[config.mk]
export PLATFORM = sky130hd
export DESIGN_NAME = branch_condition_bit_clear_unit
export DESIGN_NICKNAME = d
export VERILOG_FILES = /design/src/rtl/branch_unit_pkg.sv /design/src/rtl/cond_eval.sv /design/src/rtl/branch_condition_bit_clear_unit.sv
export VERILOG_INCLUDE_DIRS = /design/src /design/src/rtl
export SDC_FILE = /design/constraint.sdc
export NUM_CORES = 1
export LEC_CHECK = 0
export ABC_CLOCK_PERIOD_IN_PS = 14890
export BUFFER_PORTS_ARGS = -buffer_cell sky130_fd_sc_hd__clkbuf_2
export CAP_MARGIN = 30
export CORE_MARGIN = 2
export CORE_UTILIZATION = 58
export CTS_CLUSTER_DIAMETER = 150
export CTS_CLUSTER_SIZE = 25
export DETAILED_ROUTE_END_ITERATION = 10
export PLACE_DENSITY = 0.95
export SLEW_MARGIN = 20
export SYNTH_ARGS = -nofsm -noshare
export SYNTH_HDL_FRONTEND = slang
export SYNTH_SLANG_ARGS = --single-unit
export TNS_END_PERCENT = 50
[constraint.sdc]
create_clock -name ref_clk -period 14.89 [get_ports ref_clk]
set_input_delay 2.978 -clock ref_clk [delete_from_list [all_inputs] [get_ports ref_clk]]
set_output_delay 2.978 -clock ref_clk [all_outputs]
set_load 0.02 [all_outputs]
[src/rtl/branch_unit_params.svh]
// Offsets, field positions, reset values and widths for the branch and bit-clear unit.
`ifndef BRANCH_UNIT_PARAMS_SVH
`define BRANCH_UNIT_PARAMS_SVH

// Register byte offsets on the AXI4-Lite slave.
`define CTRL_OFF 4'h0
`define STATUS_OFF 4'h4
`define TAKEN_CNT_OFF 4'h8
`define LAST_PC_OFF 4'hc

// Control register field positions and reset value.
`define CTRL_SHORT_REG_BIT 0
`define CTRL_RST 1'b0

// Status register field positions.
`define STAT_BUSY_BIT 0
`define STAT_TAKEN_BIT 1
`define STAT_GFLAG_BIT 2
`define STAT_UNSUP_BIT 3

// AXI response codes.
`define RESP_OKAY 2'b00
`define RESP_SLVERR 2'b10

// Program counter width and the widened sum width for 25-bit displacements.
`define PC_W 24
`define SUM_W 25
`define WORD_W 16
`define BYTE_W 8

`endif

[src/rtl/branch_unit_pkg.sv]
// Types shared by the branch and bit-clear unit and its condition evaluator.
package branch_unit_pkg;

	// Kind of instruction handed over by decode.
	typedef enum logic [1:0] {
		OP_BRANCH_COND = 2'h0,
		OP_BRANCH_ALWAYS = 2'h1,
		OP_BRANCH_ZERO = 2'h2,
		OP_BIT_CLEAR = 2'h3
	} op_e;

	// Condition codes; code 4'hf is unused and evaluates false.
	typedef enum logic [3:0] {
		COND_EQUAL = 4'h0,
		COND_NOT_EQUAL = 4'h1,
		COND_CARRY_SET = 4'h2,
		COND_CARRY_CLEAR = 4'h3,
		COND_HIGHER = 4'h4,
		COND_LOWER_SAME = 4'h5,
		COND_GREATER = 4'h6,
		COND_LESS_EQUAL = 4'h7,
		COND_FLAG_SET = 4'h8,
		COND_FLAG_CLEAR = 4'h9,
		COND_LOWER = 4'ha,
		COND_HIGHER_SAME = 4'hb,
		COND_LESS = 4'hc,
		COND_GREATER_EQUAL = 4'hd,
		COND_ALWAYS = 4'he
	} cond_e;

	// Encoded displacement formats of the relative branches.
	typedef enum logic [1:0] {
		DISP_9 = 2'h0,
		DISP_17 = 2'h1,
		DISP_25 = 2'h2
	} disp_e;

	// Sequencer states, one-hot.
	typedef enum logic [2:0] {
		ST_IDLE = 3'b001,
		ST_READ = 3'b010,
		ST_WRITE = 3'b100
	} state_e;

	// Status word flags as seen by this unit.
	typedef struct packed {
		logic zeroFlag;
		logic carryFlag;
		logic lowFlag;
		logic negativeFlag;
		logic generalFlag;
	} flags_s;

	// One decoded instruction.
	typedef struct packed {
		op_e op;
		cond_e cond;
		disp_e dispSize;
		logic [23:0] dispField;
		logic [3:0] zeroDispField;
		logic zeroEqForm;
		logic isByte;
		logic [15:0] regVal;
		logic [3:0] bitPos;
		logic [23:0] memAddr;
		logic regPairTarget;
		logic [23:0] pc;
		logic [2:0] instLen;
	} instr_s;

	// Completion report toward the program counter and status word.
	typedef struct packed {
		logic valid;
		logic taken;
		logic [23:0] pcNext;
		logic generalFlagWe;
		logic generalFlag;
		logic unsupported;
	} result_s;

	// Memory access request.
	typedef struct packed {
		logic valid;
		logic write;
		logic byteOp;
		logic [23:0] addr;
		logic [15:0] wdata;
	} mem_req_s;

	// Whole state of the unit.
	typedef struct packed {
		state_e st;
		logic [23:0] addr;
		logic [15:0] data;
		logic isByte;
		logic [3:0] pos;
		logic [23:0] seqPc;
		result_s res;
		logic shortRegMode;
		logic lastTaken;
		logic lastUnsup;
		logic [15:0] takenCnt;
		logic awHave;
		logic [3:0] awAddr;
		logic wHave;
		logic [31:0] wData;
		logic [3:0] wStrb;
		logic bValid;
		logic [1:0] bResp;
		logic rValid;
		logic [31:0] rData;
		logic [1:0] rResp;
	} unit_state_s;

endpackage

[src/rtl/cond_eval.sv]
// Condition code evaluator for the conditional branches.
`timescale 1ns/1ns
module cond_eval (
	input branch_unit_pkg::cond_e cond,
	input branch_unit_pkg::flags_s flags,
	output logic condTrue
);

	// Each code except always and the unused 4'hf looks at one flag, or at a pair of flags for the combined tests.
	always_comb begin
		unique case (cond)
			branch_unit_pkg::COND_EQUAL: condTrue = flags.zeroFlag;
			branch_unit_pkg::COND_NOT_EQUAL: condTrue = !flags.zeroFlag;
			branch_unit_pkg::COND_CARRY_SET: condTrue = flags.carryFlag;
			branch_unit_pkg::COND_CARRY_CLEAR: condTrue = !flags.carryFlag;
			branch_unit_pkg::COND_HIGHER: condTrue = flags.lowFlag;
			branch_unit_pkg::COND_LOWER_SAME: condTrue = !flags.lowFlag;
			branch_unit_pkg::COND_GREATER: condTrue = flags.negativeFlag;
			branch_unit_pkg::COND_LESS_EQUAL: condTrue = !flags.negativeFlag;
			branch_unit_pkg::COND_FLAG_SET: condTrue = flags.generalFlag;
			branch_unit_pkg::COND_FLAG_CLEAR: condTrue = !flags.generalFlag;
			branch_unit_pkg::COND_LOWER: condTrue = !flags.zeroFlag && !flags.lowFlag;
			branch_unit_pkg::COND_HIGHER_SAME: condTrue = flags.zeroFlag || flags.lowFlag;
			branch_unit_pkg::COND_LESS: condTrue = !flags.zeroFlag && !flags.negativeFlag;
			branch_unit_pkg::COND_GREATER_EQUAL: condTrue = flags.zeroFlag || flags.negativeFlag;
			branch_unit_pkg::COND_ALWAYS: condTrue = 1'b1;
			default: condTrue = 1'b0;
		endcase
	end

endmodule

[src/rtl/branch_condition_bit_clear_unit.sv]
// Execution unit for relative branches, compare-to-zero branches and the memory bit clear.
//
// Behaviour
// - Single-flag condition codes test one flag.
// - Less-equal: negative clear; less: zero and negative clear.
// - Greater-equal and higher-same: either flag set.
// - Lower taken only when zero and low clear.
// - Branch displacement is encoded field times two.
// - Taken branch adds 25-bit sign-extended displacement.
// - Unconditional branch is a condition always true.
// - False condition advances to next sequential instruction.
// - Zero-compare branch: equal or not-equal to zero.
// - Zero compare is byte or word wide.
// - Zero-compare offset is unsigned, even, 2 to 32.
// - Zero-compare branch only goes forward.
// - Zero-compare offset is field plus one, doubled.
// - Bit clear is one locked read-modify-write.
// - Bit position 0-7 byte, 0-15 word.
// - Original bit value goes to general flag.
// - Register-pair bit clear unsupported in short mode off.
//
// Decided for this implementation: the placing of the registers and the AXI4-Lite register port.
`timescale 1ns/1ns
`include "branch_unit_params.svh"
module branch_condition_bit_clear_unit #(
	parameter int ADDR_W = 4
) (
	input wire logic ref_clk,
	input wire logic rst,
	input wire logic [ADDR_W-1:0] s_axi_awaddr,
	input wire logic s_axi_awvalid,
	output logic s_axi_awready,
	input wire logic [31:0] s_axi_wdata,
	input wire logic [3:0] s_axi_wstrb,
	input wire logic s_axi_wvalid,
	output logic s_axi_wready,
	output logic [1:0] s_axi_bresp,
	output logic s_axi_bvalid,
	input wire logic s_axi_bready,
	input wire logic [ADDR_W-1:0] s_axi_araddr,
	input wire logic s_axi_arvalid,
	output logic s_axi_arready,
	output logic [31:0] s_axi_rdata,
	output logic [1:0] s_axi_rresp,
	output logic s_axi_rvalid,
	input wire logic s_axi_rready,
	input branch_unit_pkg::instr_s instr,
	input wire logic instrValid,
	output logic instrReady,
	input branch_unit_pkg::flags_s flags,
	output branch_unit_pkg::result_s result,
	output branch_unit_pkg::mem_req_s memReq,
	input wire logic memAck,
	input wire logic [15:0] memRdata,
	output logic rmwLock
);

	// Register selector shared by the read and write paths.
	typedef enum logic [2:0] {
		SEL_CTRL = 3'h0,
		SEL_STATUS = 3'h1,
		SEL_TAKEN_CNT = 3'h2,
		SEL_LAST_PC = 3'h3,
		SEL_NONE = 3'h4
	} sel_t;

	branch_unit_pkg::unit_state_s s_r;
	branch_unit_pkg::unit_state_s s_nxt;
	logic condTrue;
	logic [`SUM_W-1:0] branchDisp;
	logic [`PC_W-1:0] branchTarget;
	logic [5:0] zeroOffset;
	logic [`PC_W-1:0] zeroTarget;
	logic [`PC_W-1:0] seqPc;
	logic operandZero;
	logic zeroTaken;
	logic [`WORD_W-1:0] clearMask;
	logic origBit;
	logic accept;

	// Maps a byte address onto a register; anything off the map answers with an error.
	function automatic sel_t decodeAddr(input logic [ADDR_W-1:0] a);
		logic [3:0] off;
		off = 4'(a);
		unique case (off)
			`CTRL_OFF: decodeAddr = SEL_CTRL;
			`STATUS_OFF: decodeAddr = SEL_STATUS;
			`TAKEN_CNT_OFF: decodeAddr = SEL_TAKEN_CNT;
			`LAST_PC_OFF: decodeAddr = SEL_LAST_PC;
			default: decodeAddr = SEL_NONE;
		endcase
		// Bits above the four-bit map must be clear, otherwise a wider bus would alias the registers.
		if ((a >> 4) != '0) begin
			decodeAddr = SEL_NONE;
		end
	endfunction

	// Rebuilds the byte displacement from the halved field, sign-extended to 25 bits.
	function automatic logic [`SUM_W-1:0] expandDisp(input branch_unit_pkg::disp_e size, input logic [23:0] f);
		unique case (size)
			branch_unit_pkg::DISP_9: expandDisp = {{16{f[7]}}, f[7:0], 1'b0};
			branch_unit_pkg::DISP_17: expandDisp = {{8{f[15]}}, f[15:0], 1'b0};
			branch_unit_pkg::DISP_25: expandDisp = {f[23:0], 1'b0};
			default: expandDisp = {f[23:0], 1'b0};
		endcase
	endfunction

	cond_eval condEval (
		.cond(instr.cond),
		.flags(flags),
		.condTrue(condTrue)
	);

	// Target arithmetic for both branch families; the sum wraps within the 24-bit address space.
	always_comb begin
		branchDisp = expandDisp(instr.dispSize, instr.dispField);
		branchTarget = `PC_W'({1'b0, instr.pc} + branchDisp);
		zeroOffset = {5'({1'b0, instr.zeroDispField} + 5'h01), 1'b0};
		zeroTarget = instr.pc + {18'h00000, zeroOffset};
		seqPc = instr.pc + {21'h000000, instr.instLen};
	end

	// Compare-to-zero: a byte compare looks only at the low eight bits.
	always_comb begin
		if (instr.isByte) begin
			operandZero = (instr.regVal[`BYTE_W-1:0] == 8'h00);
		end else begin
			operandZero = (instr.regVal == 16'h0000);
		end
		zeroTaken = instr.zeroEqForm ? operandZero : !operandZero;
	end

	// Bit selection for the clear. Positions past the operand width clear nothing, since their effect is undefined.
	always_comb begin
		clearMask = 16'h0000;
		if (s_r.isByte) begin
			if (!s_r.pos[3]) begin
				clearMask = 16'h0001 << s_r.pos[2:0];
			end
		end else begin
			clearMask = 16'h0001 << s_r.pos;
		end
		origBit = |(memRdata & clearMask);
	end

	assign accept = instrValid && instrReady;

	// Handshake and memory request valid come straight from the state; data fields are registered.
	always_comb begin
		instrReady = (s_r.st == branch_unit_pkg::ST_IDLE);
		rmwLock = (s_r.st != branch_unit_pkg::ST_IDLE);
		memReq.valid = (s_r.st != branch_unit_pkg::ST_IDLE);
		memReq.write = (s_r.st == branch_unit_pkg::ST_WRITE);
		memReq.byteOp = s_r.isByte;
		memReq.addr = s_r.addr;
		memReq.wdata = s_r.data;
		result = s_r.res;
		s_axi_awready = !s_r.awHave && !s_r.bValid;
		s_axi_wready = !s_r.wHave && !s_r.bValid;
		s_axi_bvalid = s_r.bValid;
		s_axi_bresp = s_r.bResp;
		s_axi_arready = !s_r.rValid;
		s_axi_rvalid = s_r.rValid;
		s_axi_rdata = s_r.rData;
		s_axi_rresp = s_r.rResp;
	end

	// Next-state logic for the sequencer and the register slave.
	always_comb begin
		s_nxt = s_r;
		s_nxt.res.valid = 1'b0;
		s_nxt.res.generalFlagWe = 1'b0;
		s_nxt.res.unsupported = 1'b0;

		// Instruction sequencing. Branches finish in one cycle; the bit clear holds the lock until its write is taken.
		unique case (s_r.st)
			branch_unit_pkg::ST_IDLE: begin
				if (accept) begin
					s_nxt.seqPc = seqPc;
					unique case (instr.op)
						branch_unit_pkg::OP_BRANCH_COND, branch_unit_pkg::OP_BRANCH_ALWAYS: begin
							s_nxt.res.valid = 1'b1;
							s_nxt.res.taken = condTrue || (instr.op == branch_unit_pkg::OP_BRANCH_ALWAYS);
							if (s_nxt.res.taken) begin
								s_nxt.res.pcNext = branchTarget;
							end else begin
								s_nxt.res.pcNext = seqPc;
							end
						end
						branch_unit_pkg::OP_BRANCH_ZERO: begin
							s_nxt.res.valid = 1'b1;
							s_nxt.res.taken = zeroTaken;
							s_nxt.res.pcNext = zeroTaken ? zeroTarget : seqPc;
						end
						branch_unit_pkg::OP_BIT_CLEAR: begin
							if (instr.regPairTarget && !s_r.shortRegMode) begin
								// No bit clear on a double-length register here; software uses the double-word AND.
								s_nxt.res.valid = 1'b1;
								s_nxt.res.taken = 1'b0;
								s_nxt.res.unsupported = 1'b1;
								s_nxt.res.pcNext = seqPc;
							end else begin
								s_nxt.st = branch_unit_pkg::ST_READ;
								s_nxt.addr = instr.memAddr;
								s_nxt.isByte = instr.isByte;
								s_nxt.pos = instr.bitPos;
							end
						end
						default: begin
							s_nxt.res.valid = 1'b0;
						end
					endcase
				end
			end
			branch_unit_pkg::ST_READ: begin
				if (memAck) begin
					// Upper byte passes through untouched on byte operands.
					s_nxt.data = memRdata & ~clearMask;
					s_nxt.res.generalFlag = origBit;
					s_nxt.st = branch_unit_pkg::ST_WRITE;
				end
			end
			branch_unit_pkg::ST_WRITE: begin
				if (memAck) begin
					s_nxt.st = branch_unit_pkg::ST_IDLE;
					s_nxt.res.valid = 1'b1;
					s_nxt.res.taken = 1'b0;
					s_nxt.res.pcNext = s_r.seqPc;
					s_nxt.res.generalFlagWe = 1'b1;
				end
			end
		endcase

		// Status bookkeeping for software.
		if (s_nxt.res.valid) begin
			s_nxt.lastTaken = s_nxt.res.taken;
			s_nxt.lastUnsup = s_nxt.res.unsupported;
		end

		// Write channel: address and data are caught in either order, then committed together.
		if (s_axi_awvalid && s_axi_awready) begin
			s_nxt.awHave = 1'b1;
			// An address above the map is parked as a misaligned offset, so it still decodes as off the map.
			s_nxt.awAddr = ((s_axi_awaddr >> 4) != '0) ? 4'h1 : 4'(s_axi_awaddr);
		end
		if (s_axi_wvalid && s_axi_wready) begin
			s_nxt.wHave = 1'b1;
			s_nxt.wData = s_axi_wdata;
			s_nxt.wStrb = s_axi_wstrb;
		end
		if (s_r.awHave && s_r.wHave) begin
			s_nxt.awHave = 1'b0;
			s_nxt.wHave = 1'b0;
			s_nxt.bValid = 1'b1;
			s_nxt.bResp = `RESP_OKAY;
			unique case (decodeAddr(ADDR_W'(s_r.awAddr)))
				SEL_CTRL: begin
					if (s_r.wStrb[0]) begin
						s_nxt.shortRegMode = s_r.wData[`CTRL_SHORT_REG_BIT];
					end
				end
				SEL_TAKEN_CNT: begin
					// Any write clears the counter; a taken branch in the same cycle still counts.
					s_nxt.takenCnt = 16'h0000;
				end
				SEL_STATUS, SEL_LAST_PC: begin
					s_nxt.bResp = `RESP_OKAY;
				end
				default: begin
					s_nxt.bResp = `RESP_SLVERR;
				end
			endcase
		end
		if (s_r.bValid && s_axi_bready) begin
			s_nxt.bValid = 1'b0;
		end
		if (s_r.res.valid && s_r.res.taken) begin
			s_nxt.takenCnt = s_nxt.takenCnt + 16'h0001;
		end

		// Read channel: one cycle from address to data.
		if (s_axi_arvalid && s_axi_arready) begin
			s_nxt.rValid = 1'b1;
			s_nxt.rResp = `RESP_OKAY;
			s_nxt.rData = 32'h00000000;
			unique case (decodeAddr(s_axi_araddr))
				SEL_CTRL: s_nxt.rData[`CTRL_SHORT_REG_BIT] = s_r.shortRegMode;
				SEL_STATUS: begin
					s_nxt.rData[`STAT_BUSY_BIT] = (s_r.st != branch_unit_pkg::ST_IDLE);
					s_nxt.rData[`STAT_TAKEN_BIT] = s_r.lastTaken;
					s_nxt.rData[`STAT_GFLAG_BIT] = s_r.res.generalFlag;
					s_nxt.rData[`STAT_UNSUP_BIT] = s_r.lastUnsup;
				end
				SEL_TAKEN_CNT: s_nxt.rData = {16'h0000, s_r.takenCnt};
				SEL_LAST_PC: s_nxt.rData = {8'h00, s_r.res.pcNext};
				default: s_nxt.rResp = `RESP_SLVERR;
			endcase
		end else if (s_r.rValid && s_axi_rready) begin
			s_nxt.rValid = 1'b0;
		end
	end

	// State register; every field takes a constant under reset.
	always_ff @(posedge ref_clk or posedge rst) begin
		if (rst) begin
			s_r <= '0;
			s_r.st <= branch_unit_pkg::ST_IDLE;
			s_r.shortRegMode <= `CTRL_RST;
		end else begin
			s_r <= s_nxt;
		end
	end

endmodule

Yosys cells after proc, flatten, opt, wreduce, memory -nomap -nowiden
Index checks and enable logic that the tools add are counted.

Bits in registers: 200. Input port bits: 184. Output and inout port bits: 115. Logic and storage cells: 171.

Multiplexer cells: 43. Bitwise logic cells: 4. Reduce and logical (&&, ||, !) cells: 51. Shift operators: 2. Eq/ne operators: 40. Add/subtract/negate cells: 5.

Operators with widths (count): 27-bit 2-to-1 mux (4); 26-bit one-hot mux with 3 select lines (1); 16-bit 2-to-1 mux (4); 26-bit 2-to-1 mux (2); 26-bit one-hot mux with 2 select lines (1); 24-bit 2-to-1 mux (2); 24-bit one-hot mux with 2 select lines (1); 4-bit == test (second input constant) (11); 20-bit one-hot mux with 2 select lines (1); 37-bit 2-to-1 mux (1); 16-bit bitwise AND (2); 24-bit adder (1); 24-bit by 3-bit adder with 24-bit output (1); 24-bit by 6-bit adder with 24-bit output (1); 4-bit by 3-bit == test with 1-bit output (second input constant) (6); 3-bit one-hot mux with 4 select lines (2); 3-bit one-hot mux with 3 select lines (2); 17-bit 2-to-1 mux (1); 16-bit by 1-bit adder with 16-bit output (second input constant) (1); 16-bit logical NOT (1); 16-bit inverter (1); 16-bit OR reduction (1); 1-bit by 3-bit left shift with 16-bit output (first input constant) (1); 1-bit by 4-bit left shift with 16-bit output (first input constant) (1); 33 further kinds (95).

Logic depth before layout (Yosys ltp)
Gate-level depths: netlist of run 1.

Word-level depth: 8. Depth in mapped cells: 14. Mapped depth without buffers: 12.

Modules after synthesis
A second synthesis of run 1 with hierarchy kept.

Cell total of the unflattened synthesis: 1217. Area, all modules: 10593.9 um^2.

By module, submodules not included: branch_condition_bit_clear_unit (cells an instance 1192, times used 1, area each 10413.7 um^2, sequential area each 3905.0 um^2); cond_eval (cells an instance 25, times used 1, area each 180.2 um^2, sequential area each 0.0 um^2).

Least setup slack after synthesis of run 1
No wires, ideal clock.

Kind: in2reg. Start: in instr[103] (netlist bit). End: reg s_r, in the netlist result[25]. Path slack: 9274 ps. Arrival time: 5530 ps. Buffers on the path: 3. Cell stages on the path: 14. Data required time: 14804 ps. Setup time: 86 ps. Cell sequence: clkbuf_1 > clkbuf_1 > o21ai_0 > nand2_1 > ha_1 > buf_2 > nand4_1 > nor4_1 > o32ai_1 > nand2b_1 > a311oi_1 > a31oi_1 > xor2_1 > a32oi_1.

Word-level cells in the longest chain between the ends: 7. Elaborated cells between the ends (all ways): 8. Those cells by class: 1 x add/sub; 1 x eq/ne; 5 x mux; 1 x reduce/logical.

Ends and longest elaborated chain: start, declared (RTL line branch_condition_bit_clear_unit.sv:47) `input branch_unit_pkg::instr_s instr,`; 2-bit by 1-bit == test with 1-bit output / 2-bit logical NOT (equally long branches) (RTL line branch_condition_bit_clear_unit.sv:100) `unique case (size)`; 24-bit one-hot mux with 2 select lines * (RTL line branch_condition_bit_clear_unit.sv:100); 24-bit adder * (RTL line branch_condition_bit_clear_unit.sv:117) `` branchTarget = `PC_W'({1'b0, instr.pc} + branchDisp); ``; 24-bit 2-to-1 mux * (RTL line branch_condition_bit_clear_unit.sv:184) `if (s_nxt.res.taken) begin`; 26-bit one-hot mux with 3 select lines * (RTL line branch_condition_bit_clear_unit.sv:180) `unique case (instr.op)`; 26-bit 2-to-1 mux * (RTL line branch_condition_bit_clear_unit.sv:178) `if (accept) begin`; 26-bit one-hot mux with 2 select lines * (RTL line branch_condition_bit_clear_unit.sv:176) `unique case (s_r.st)`; end signal, assigned (RTL line branch_condition_bit_clear_unit.sv:310) `s_r <= s_nxt;`; end, declared (RTL line branch_condition_bit_clear_unit.sv:67) `branch_unit_pkg::unit_state_s s_r;`.

Mark *: on every way between the ends. The rest lies on a longest branch, timed or not. The select of a mux whose other input is x is not followed. A chain may end at the register's enable or synchronous reset.

Final worst setup path of run 1
Ends and elaborated chain as after synthesis.

==> results of run 1 <==
-- metrics by stage --
step / power (W) / cells / utilization, % / setup slack, ns / cell area (um^2)
after floorplan: 0.00121 / 1223 / - / 7.71 / 10700
after global placement: 0.00130 / 1550 / 62.6 / 8.80 / 11200
after detailed placement: 0.00134 / 1551 / 62.7 / 8.72 / 11300
after CTS: 0.00178 / 1583 / 66.0 / 9.15 / 11900
after global routing: 0.00187 / 1585 / 66.2 / 8.84 / 11900
final: 0.00178 / 1585 / 66.2 / 9.07 / 11900
-- where the power goes --
| group | switching, W | internal [W] |
|---|---|---|
| Sequential | 0.000124 | 0.000567 |
| Clock | 0.000167 | 0.000268 |
| Combinational | 0.000409 | 0.000249 |
| Total | 0.000700 | 0.00108 |
-- cells in the mapped netlist (all sizes together), types with 17 or more instances --
master	count	area share [%]
a21oi	51	2.5
nor2	68	2.4
nand2	167	5.9
a21o	17	1.2
a211oi	17	1.3
mux2	44	4.7
o21ai	140	6.6
ha	36	4.2
inv	29	1.0
xor2	39	3.2
and3	19	1.1
clkbuf	43	1.5
a22oi	29	2.0
nand3	30	1.4
buf	117	8.1
dfrtp	155	36
xnor2	31	2.6
-- placed cells by master, fill, tap and decap left out, types with 19 or more instances in the layout --
cell / synthesis / routed
nand3_1: 30 / 30
clkbuf_2: 1 / 253
dfrtp_1: 155 / 155
ha_1: 36 / 36
nor2_1: 66 / 65
and3_1: 19 / 19
mux2_2: 44 / 44
a21oi_1: 50 / 50
xnor2_1: 31 / 31
inv_1: 29 / 28
o21ai_0: 139 / 139
nand2_1: 167 / 167
a22oi_1: 29 / 29
xor2_1: 39 / 39
-- worst min-delay path by stage --
stage                          from                   end  slack, ns  depth (start not counted)
2_1_floorplan  s_r[198]$_DFFE_PP0P_  s_r[197]$_DFFE_PP1P_       0.40                          1
6_report       s_r[198]$_DFFE_PP0P_  s_r[197]$_DFFE_PP1P_       0.45                          1
5_1_grt        s_r[198]$_DFFE_PP0P_  s_r[197]$_DFFE_PP1P_       0.49                          1
3_3_place_gp   s_r[198]$_DFFE_PP0P_  s_r[197]$_DFFE_PP1P_       0.42                          1
4_1_cts        s_r[198]$_DFFE_PP0P_  s_r[197]$_DFFE_PP1P_       0.45                          1
3_5_place_dp   s_r[198]$_DFFE_PP0P_  s_r[197]$_DFFE_PP1P_       0.44                          1
-- cell families (layout without fill, tap and decap cells) --
kind of cell / Yosys count / in the layout / synth area share [%]
simple gates: 380 / 380 / 17.2
compound gates: 328 / 328 / 19.5
buf+inv: 190 / 323 / 10.7
flops: 156 / 156 / 36.7
xor+xnor: 70 / 70 / 5.76
mux: 50 / 50 / 5.34
fa+ha+maj: 39 / 39 / 4.80
other cells: 1 / 10 / 0.0352
-- flip-flops by register name, summed over array words and instances, names as in the netlist --
signal and flops:
result 29, s_r 58, s_axi_rvalid 1, s_axi_rdata 24, s_axi_bresp 1, s_axi_rresp 1
s_axi_bvalid 1, memReq 41
-- worst reg2reg max path: cells and delay by family, from the launching register on --
kind            cells  cell delay [ns]
compound gates      3             0.58
buf+inv             2             1.05
flops               1             0.56
simple gates        3             0.78
-- per-layer routing --
metal | track usage, % | wire (um) | share of wire [%] | vias up
li1 | - | - | - | 4469
met1 | 38.7 | 11600 | 39 | 4648
met2 | 51.5 | 14400 | 48 | 594
met3 | 4.51 | 2700 | 9.1 | 96
met4 | 12.4 | 1160 | 3.9 | 0
met5 | 0 | 0 | 0 | -
-- cell type report --
cell class                      count  area, um^2
Tap cell                          229         287
Clock buffer                       22         454
Sequential cell                   156        3910
Timing Repair Buffer              261        1350
Multi-Input combinational cell    877        5640
Inverter                           30         118
Fill cell                        1366        6080
Clock inverter                     10         141
==> impl_metrics.toml, run 1 <==
[detailed_routing]
vias_per_cell = 6.19
ant_nets = 0
post-route-drc-count = 0
avgRoutedWirePerCell_um = 18.8
drt_first_pass_iters = 6
routed_wl_um = 29800
via_count = 9807
drt_iter0_drc = 1006

[floorplanning]
ios = 299
dieArea_um2 = 19400
start_util_pct = 59.2
num_rows = 49
die_w_um = 139
die_h_um = 139
coreArea_um2 = 18000

[sta]
finalSetupViolCount = 0
setup_tns_ns = 0
fin_hold_ws_ns = 0.449
slew_viol_final = 0
fmax_ghz = 0.172
worstMarginPinSlew_ns = 0.956
fin_crit_sh_pct = 39.1
max-slew-margin-rel_pct = 36.0
final.min_clock_period_ns = 5.82
hold_violations = 0
rsz0062_at_grt = "false"
finClkSkew_ns = 0.00928

[worst_setup_path]
path_buf_inv = 1
critPathMaxFanout = 17
critPathArrivalTime_ns = 6.06
r2r_slack_ns = 11.83
crit_start = "instr[103]"
reg2reg_depth = 8
max_stage_delay_ns = 0.47
critPathCaptureType = "register"
critPathKind = "in -> reg"
crit_chain = "clkbuf_2, nor2_1, nand2_1, nand2_1, ha_1, nand4_1, nor4_1, o32ai_1, nand2b_1, a311oi_1, a31oi_1, xor2_1, a32oi_1"
worstSetupEndpoint = "result[25]$_DFFE_PP0P_"
critPathSlowestCell = "nor4_1"
worst_setup_path_start_kind = "input pin"
worst_ep_required_time_ns = 15.13
crit_family = "simple AND/OR/NAND/NOR gates"
r2r_start = "s_r[197]$_DFFE_PP1P_"
r2r_end = "result[13]$_DFFE_PP0P_"
cp.depth = 13
crit_top_cell = "nand2_1"

[synthesis]
avgSynthCellArea_um2 = 8.77
synth_cell_types = 78
synth_cells = 1214
ys_async_sr_fraction_pct = 100
yosysWarnings = 0
ys_ff_latch = 156
ys.flop_type = "dfrtp_1"
netlist_area_um2 = 10600
seq_area_frac_synth_pct = 36.7
synth-edff-count = 0

[run]
maxCapViolations = 0

[placed_design]
io_buffers = 253
gp_congestion = 1.00
dp_hpwl_um = 22700

[grt]
grtUsageTotal_pct = 30.2
grt_pass1_vias = 9230
antenna_found_initial = 0
grt_start_max_net_pins = 73
grt_pass1_wl_um = 47100
overflow = 0

[clock_tree]
insertion_delay_ns = 0.42
cts_buffers = 17
clockRootBuffer = "clkbuf_16"
cts_setup_buffers = 0
cts_resized = 0
cts_tree = "yes"
clock_path_buffers = 2
holdBufCountCts = 0
clock_sinks = 156
clk_pin_slew_ns = 0.06
h-tree-depth = 4

[power]
leakagePower_nw = 5.70
vdd_drop_max_uv = 140
power_per_cell_area_nw_per_um2 = 150

[outcome]
status = "finished, final reports clean"

[cells_and_area]
drive_gt1_share_pct = 26.1
diodes = 0
area_delta_synth_final_pct = 11.7
fin_nets = 1566

[min_path]
hold_class = "reg -> reg"
Note: power is estimated with default switching activity, not from simulation.
==> inputs of run 2 (changes only) <==
--- a/config.mk
+++ b/config.mk
@@ -6,15 +6,15 @@
 export SDC_FILE = /design/constraint.sdc
 export NUM_CORES = 1
 export LEC_CHECK = 0
-export ABC_CLOCK_PERIOD_IN_PS = 14890
+export ABC_CLOCK_PERIOD_IN_PS = 5100
 export BUFFER_PORTS_ARGS = -buffer_cell sky130_fd_sc_hd__clkbuf_2
 export CAP_MARGIN = 30
 export CORE_MARGIN = 2
-export CORE_UTILIZATION = 58
+export CORE_UTILIZATION = 48
 export CTS_CLUSTER_DIAMETER = 150
 export CTS_CLUSTER_SIZE = 25
 export DETAILED_ROUTE_END_ITERATION = 10
-export PLACE_DENSITY = 0.95
+export PLACE_DENSITY = 0.86
 export SLEW_MARGIN = 20
 export SYNTH_ARGS = -nofsm -noshare
 export SYNTH_HDL_FRONTEND = slang
==> constraint.sdc (replaced) <==
create_clock -name ref_clk -period 5.1 [get_ports ref_clk]
set_input_delay 1.02 -clock ref_clk [delete_from_list [all_inputs] [get_ports ref_clk]]
set_output_delay 1.02 -clock ref_clk [all_outputs]
set_load 0.02 [all_outputs]
==> run 2 against run 1 <==
Clock power increased to 3.2 times the previous value. Via count decreased by 2.4%. Non-clock buffer count unchanged. Wire length decreased by 0.78%. Cell area grew 1.0%. Critical path depth unchanged. Global-route usage fell by 5.1 points. Utilization fell by 11 points. Die area grew 20%. Sequential cell count did not move.
==> impl_metrics.toml, run 2 (synthesis gave the netlist of run 1 again) <==
[detailed_routing]
avgRoutedWirePerCell_um = 18.1
via_count = 9573
ant_nets = 0
drt_iter0_drc = 967
post-route-drc-count = 0
vias_per_cell = 5.85
routed_wl_um = 29600
drt_first_pass_iters = 6

[floorplanning]
ios = 299
die_h_um = 153
num_rows = 54
coreArea_um2 = 21800
dieArea_um2 = 23400
start_util_pct = 48.8
die_w_um = 153

[sta]
finalSetupViolCount = 0
setup_tns_ns = 0
final.min_clock_period_ns = 3.71
slew_viol_final = 0
fmax_ghz = 0.269
final.setup.worst_slack_ns = 1.39
fin_crit_sh_pct = 72.8
worstMarginPinSlew_ns = 0.910
finClkSkew_ns = 0.0104
max-slew-margin-rel_pct = 39.4
rsz0062_at_grt = "false"
hold_violations = 0

[worst_setup_path]
worst_setup_path_start_kind = "input pin"
r2r_start = "s_r[197]$_DFFE_PP1P_"
critPathKind = "in -> reg"
critPathCaptureType = "register"
critPathMaxFanout = 17
critPathArrivalTime_ns = 3.97
worst_ep_required_time_ns = 5.35
crit_start = "instr[103]"

[clock_tree]
cts_resized = 0
holdBufCountCts = 0
clock_path_buffers = 2
insertion_delay_ns = 0.42
cts_setup_buffers = 0
clk_pin_slew_ns = 0.06
h-tree-depth = 4
clock_sinks = 156
cts_tree = "yes"
clockRootBuffer = "clkbuf_16"
cts_buffers = 17

[power]
vdd_drop_max_uv = 244
leakagePower_nw = 5.74
power_per_cell_area_nw_per_um2 = 443
total_power_w = 0.00532

[placed_design]
dp_hpwl_um = 22700
dp.cells = 1602
io_buffers = 253
postPlaceCellArea_um2 = 11300
gp_congestion = 0.986
pre_cts_ws_ns = 1.04

[min_path]
hold_class = "reg -> reg"
worstHoldStart = "s_r[198]$_DFFE_PP0P_"

[outcome]
status = "finished, final reports clean"

[cells_and_area]
largest-register = "s_r"
diodes = 0
fin_cells = 1636
fin_nets = 1566
largest_reg_flops = 58
final_cell_mix = "clkbuf_2, nand2_1, dfrtp_1"
fin_area_um2 = 12000
layout.cells.most_common = "clkbuf_2"
area_delta_synth_final_pct = 12.8
drive_gt1_share_pct = 26.3

[grt]
overflow = 0
grtUsageTotal_pct = 25.1
grt_start_max_net_pins = 157
grt_pass1_wl_um = 47700
grt_pass1_vias = 9214
antenna_found_initial = 0

[run]
maxCapViolations = 0
[run 2: changes by cell type in the layout (fill, tap and decap cells not counted)]
cell        change
bufinv_16       +2
inv_6           +2
clkinv_4        -1
inv_8           +1
clkinvlp_4      -2
clkbuf_1        -2
[run 2: worst paths after layout]
kind                                                to  slack [ns]  cells past startpoint
min reg2reg                       s_r[197]$_DFFE_PP1P_        0.45                      1
min in group asynchronous  s_axi_rdata[16]$_DFFE_PP0P_        0.75                      3
max                             result[25]$_DFFE_PP0P_        1.39                     13
max in group asynchronous       memReq[38]$_DFFE_PP0P_        3.61                      3
max reg2reg                     result[13]$_DFFE_PP0P_        2.02                     11
min                               s_r[197]$_DFFE_PP1P_        0.45                      1
[run 2: routing by layer]
metal	routed length, um	global-route usage, %	vias to the layer above
li1	-	-	4466
met1	12300	33.7	4510
met2	14000	41.4	523
met3	2440	3.88	74
met4	909	8.77	0
met5	0	0	-
[run 2: worst max-delay path, cell delays in order]
cell      delay (ns)
clkbuf_2        0.24
nor2_1          0.08
nand2_1         0.19
nand2_1         0.09
ha_1            0.44
nand4_1         0.16
nor4_1          0.43
o32ai_1         0.21
nand2b_1        0.20
a311oi_1        0.39
a31oi_1         0.16
xor2_1          0.23
a32oi_1         0.13
[run 2: final cells by class]
cell class / instances / area (um^2)
clock buffers: 20 / 447
clock inverters: 12 / 208
fillers: 1932 / 9820
inverters: 30 / 116
multi-input cells: 877 / 5640
flip-flops and latches: 156 / 3910
well taps: 280 / 350
repair buffers: 261 / 1350
[run 2: per-stage QoR]
step | utilization, % | hold WS (ns)
2_1_floorplan | - | 0.400
6_report | 55.0 | 0.448
3_5_place_dp | 51.9 | 0.440
5_1_grt | 55.0 | 0.493
3_3_place_gp | 51.9 | 0.413
4_1_cts | 54.9 | 0.448
[run 2: report_power, final]
group | switching [W] | total (W) | internal (W) | leakage [nW]
logic | 0.00116 | 0.00189 | 0.000726 | 3.38
registers | 0.000375 | 0.00203 | 0.00165 | 2.05
clock network | 0.000518 | 0.00141 | 0.000889 | 0.314
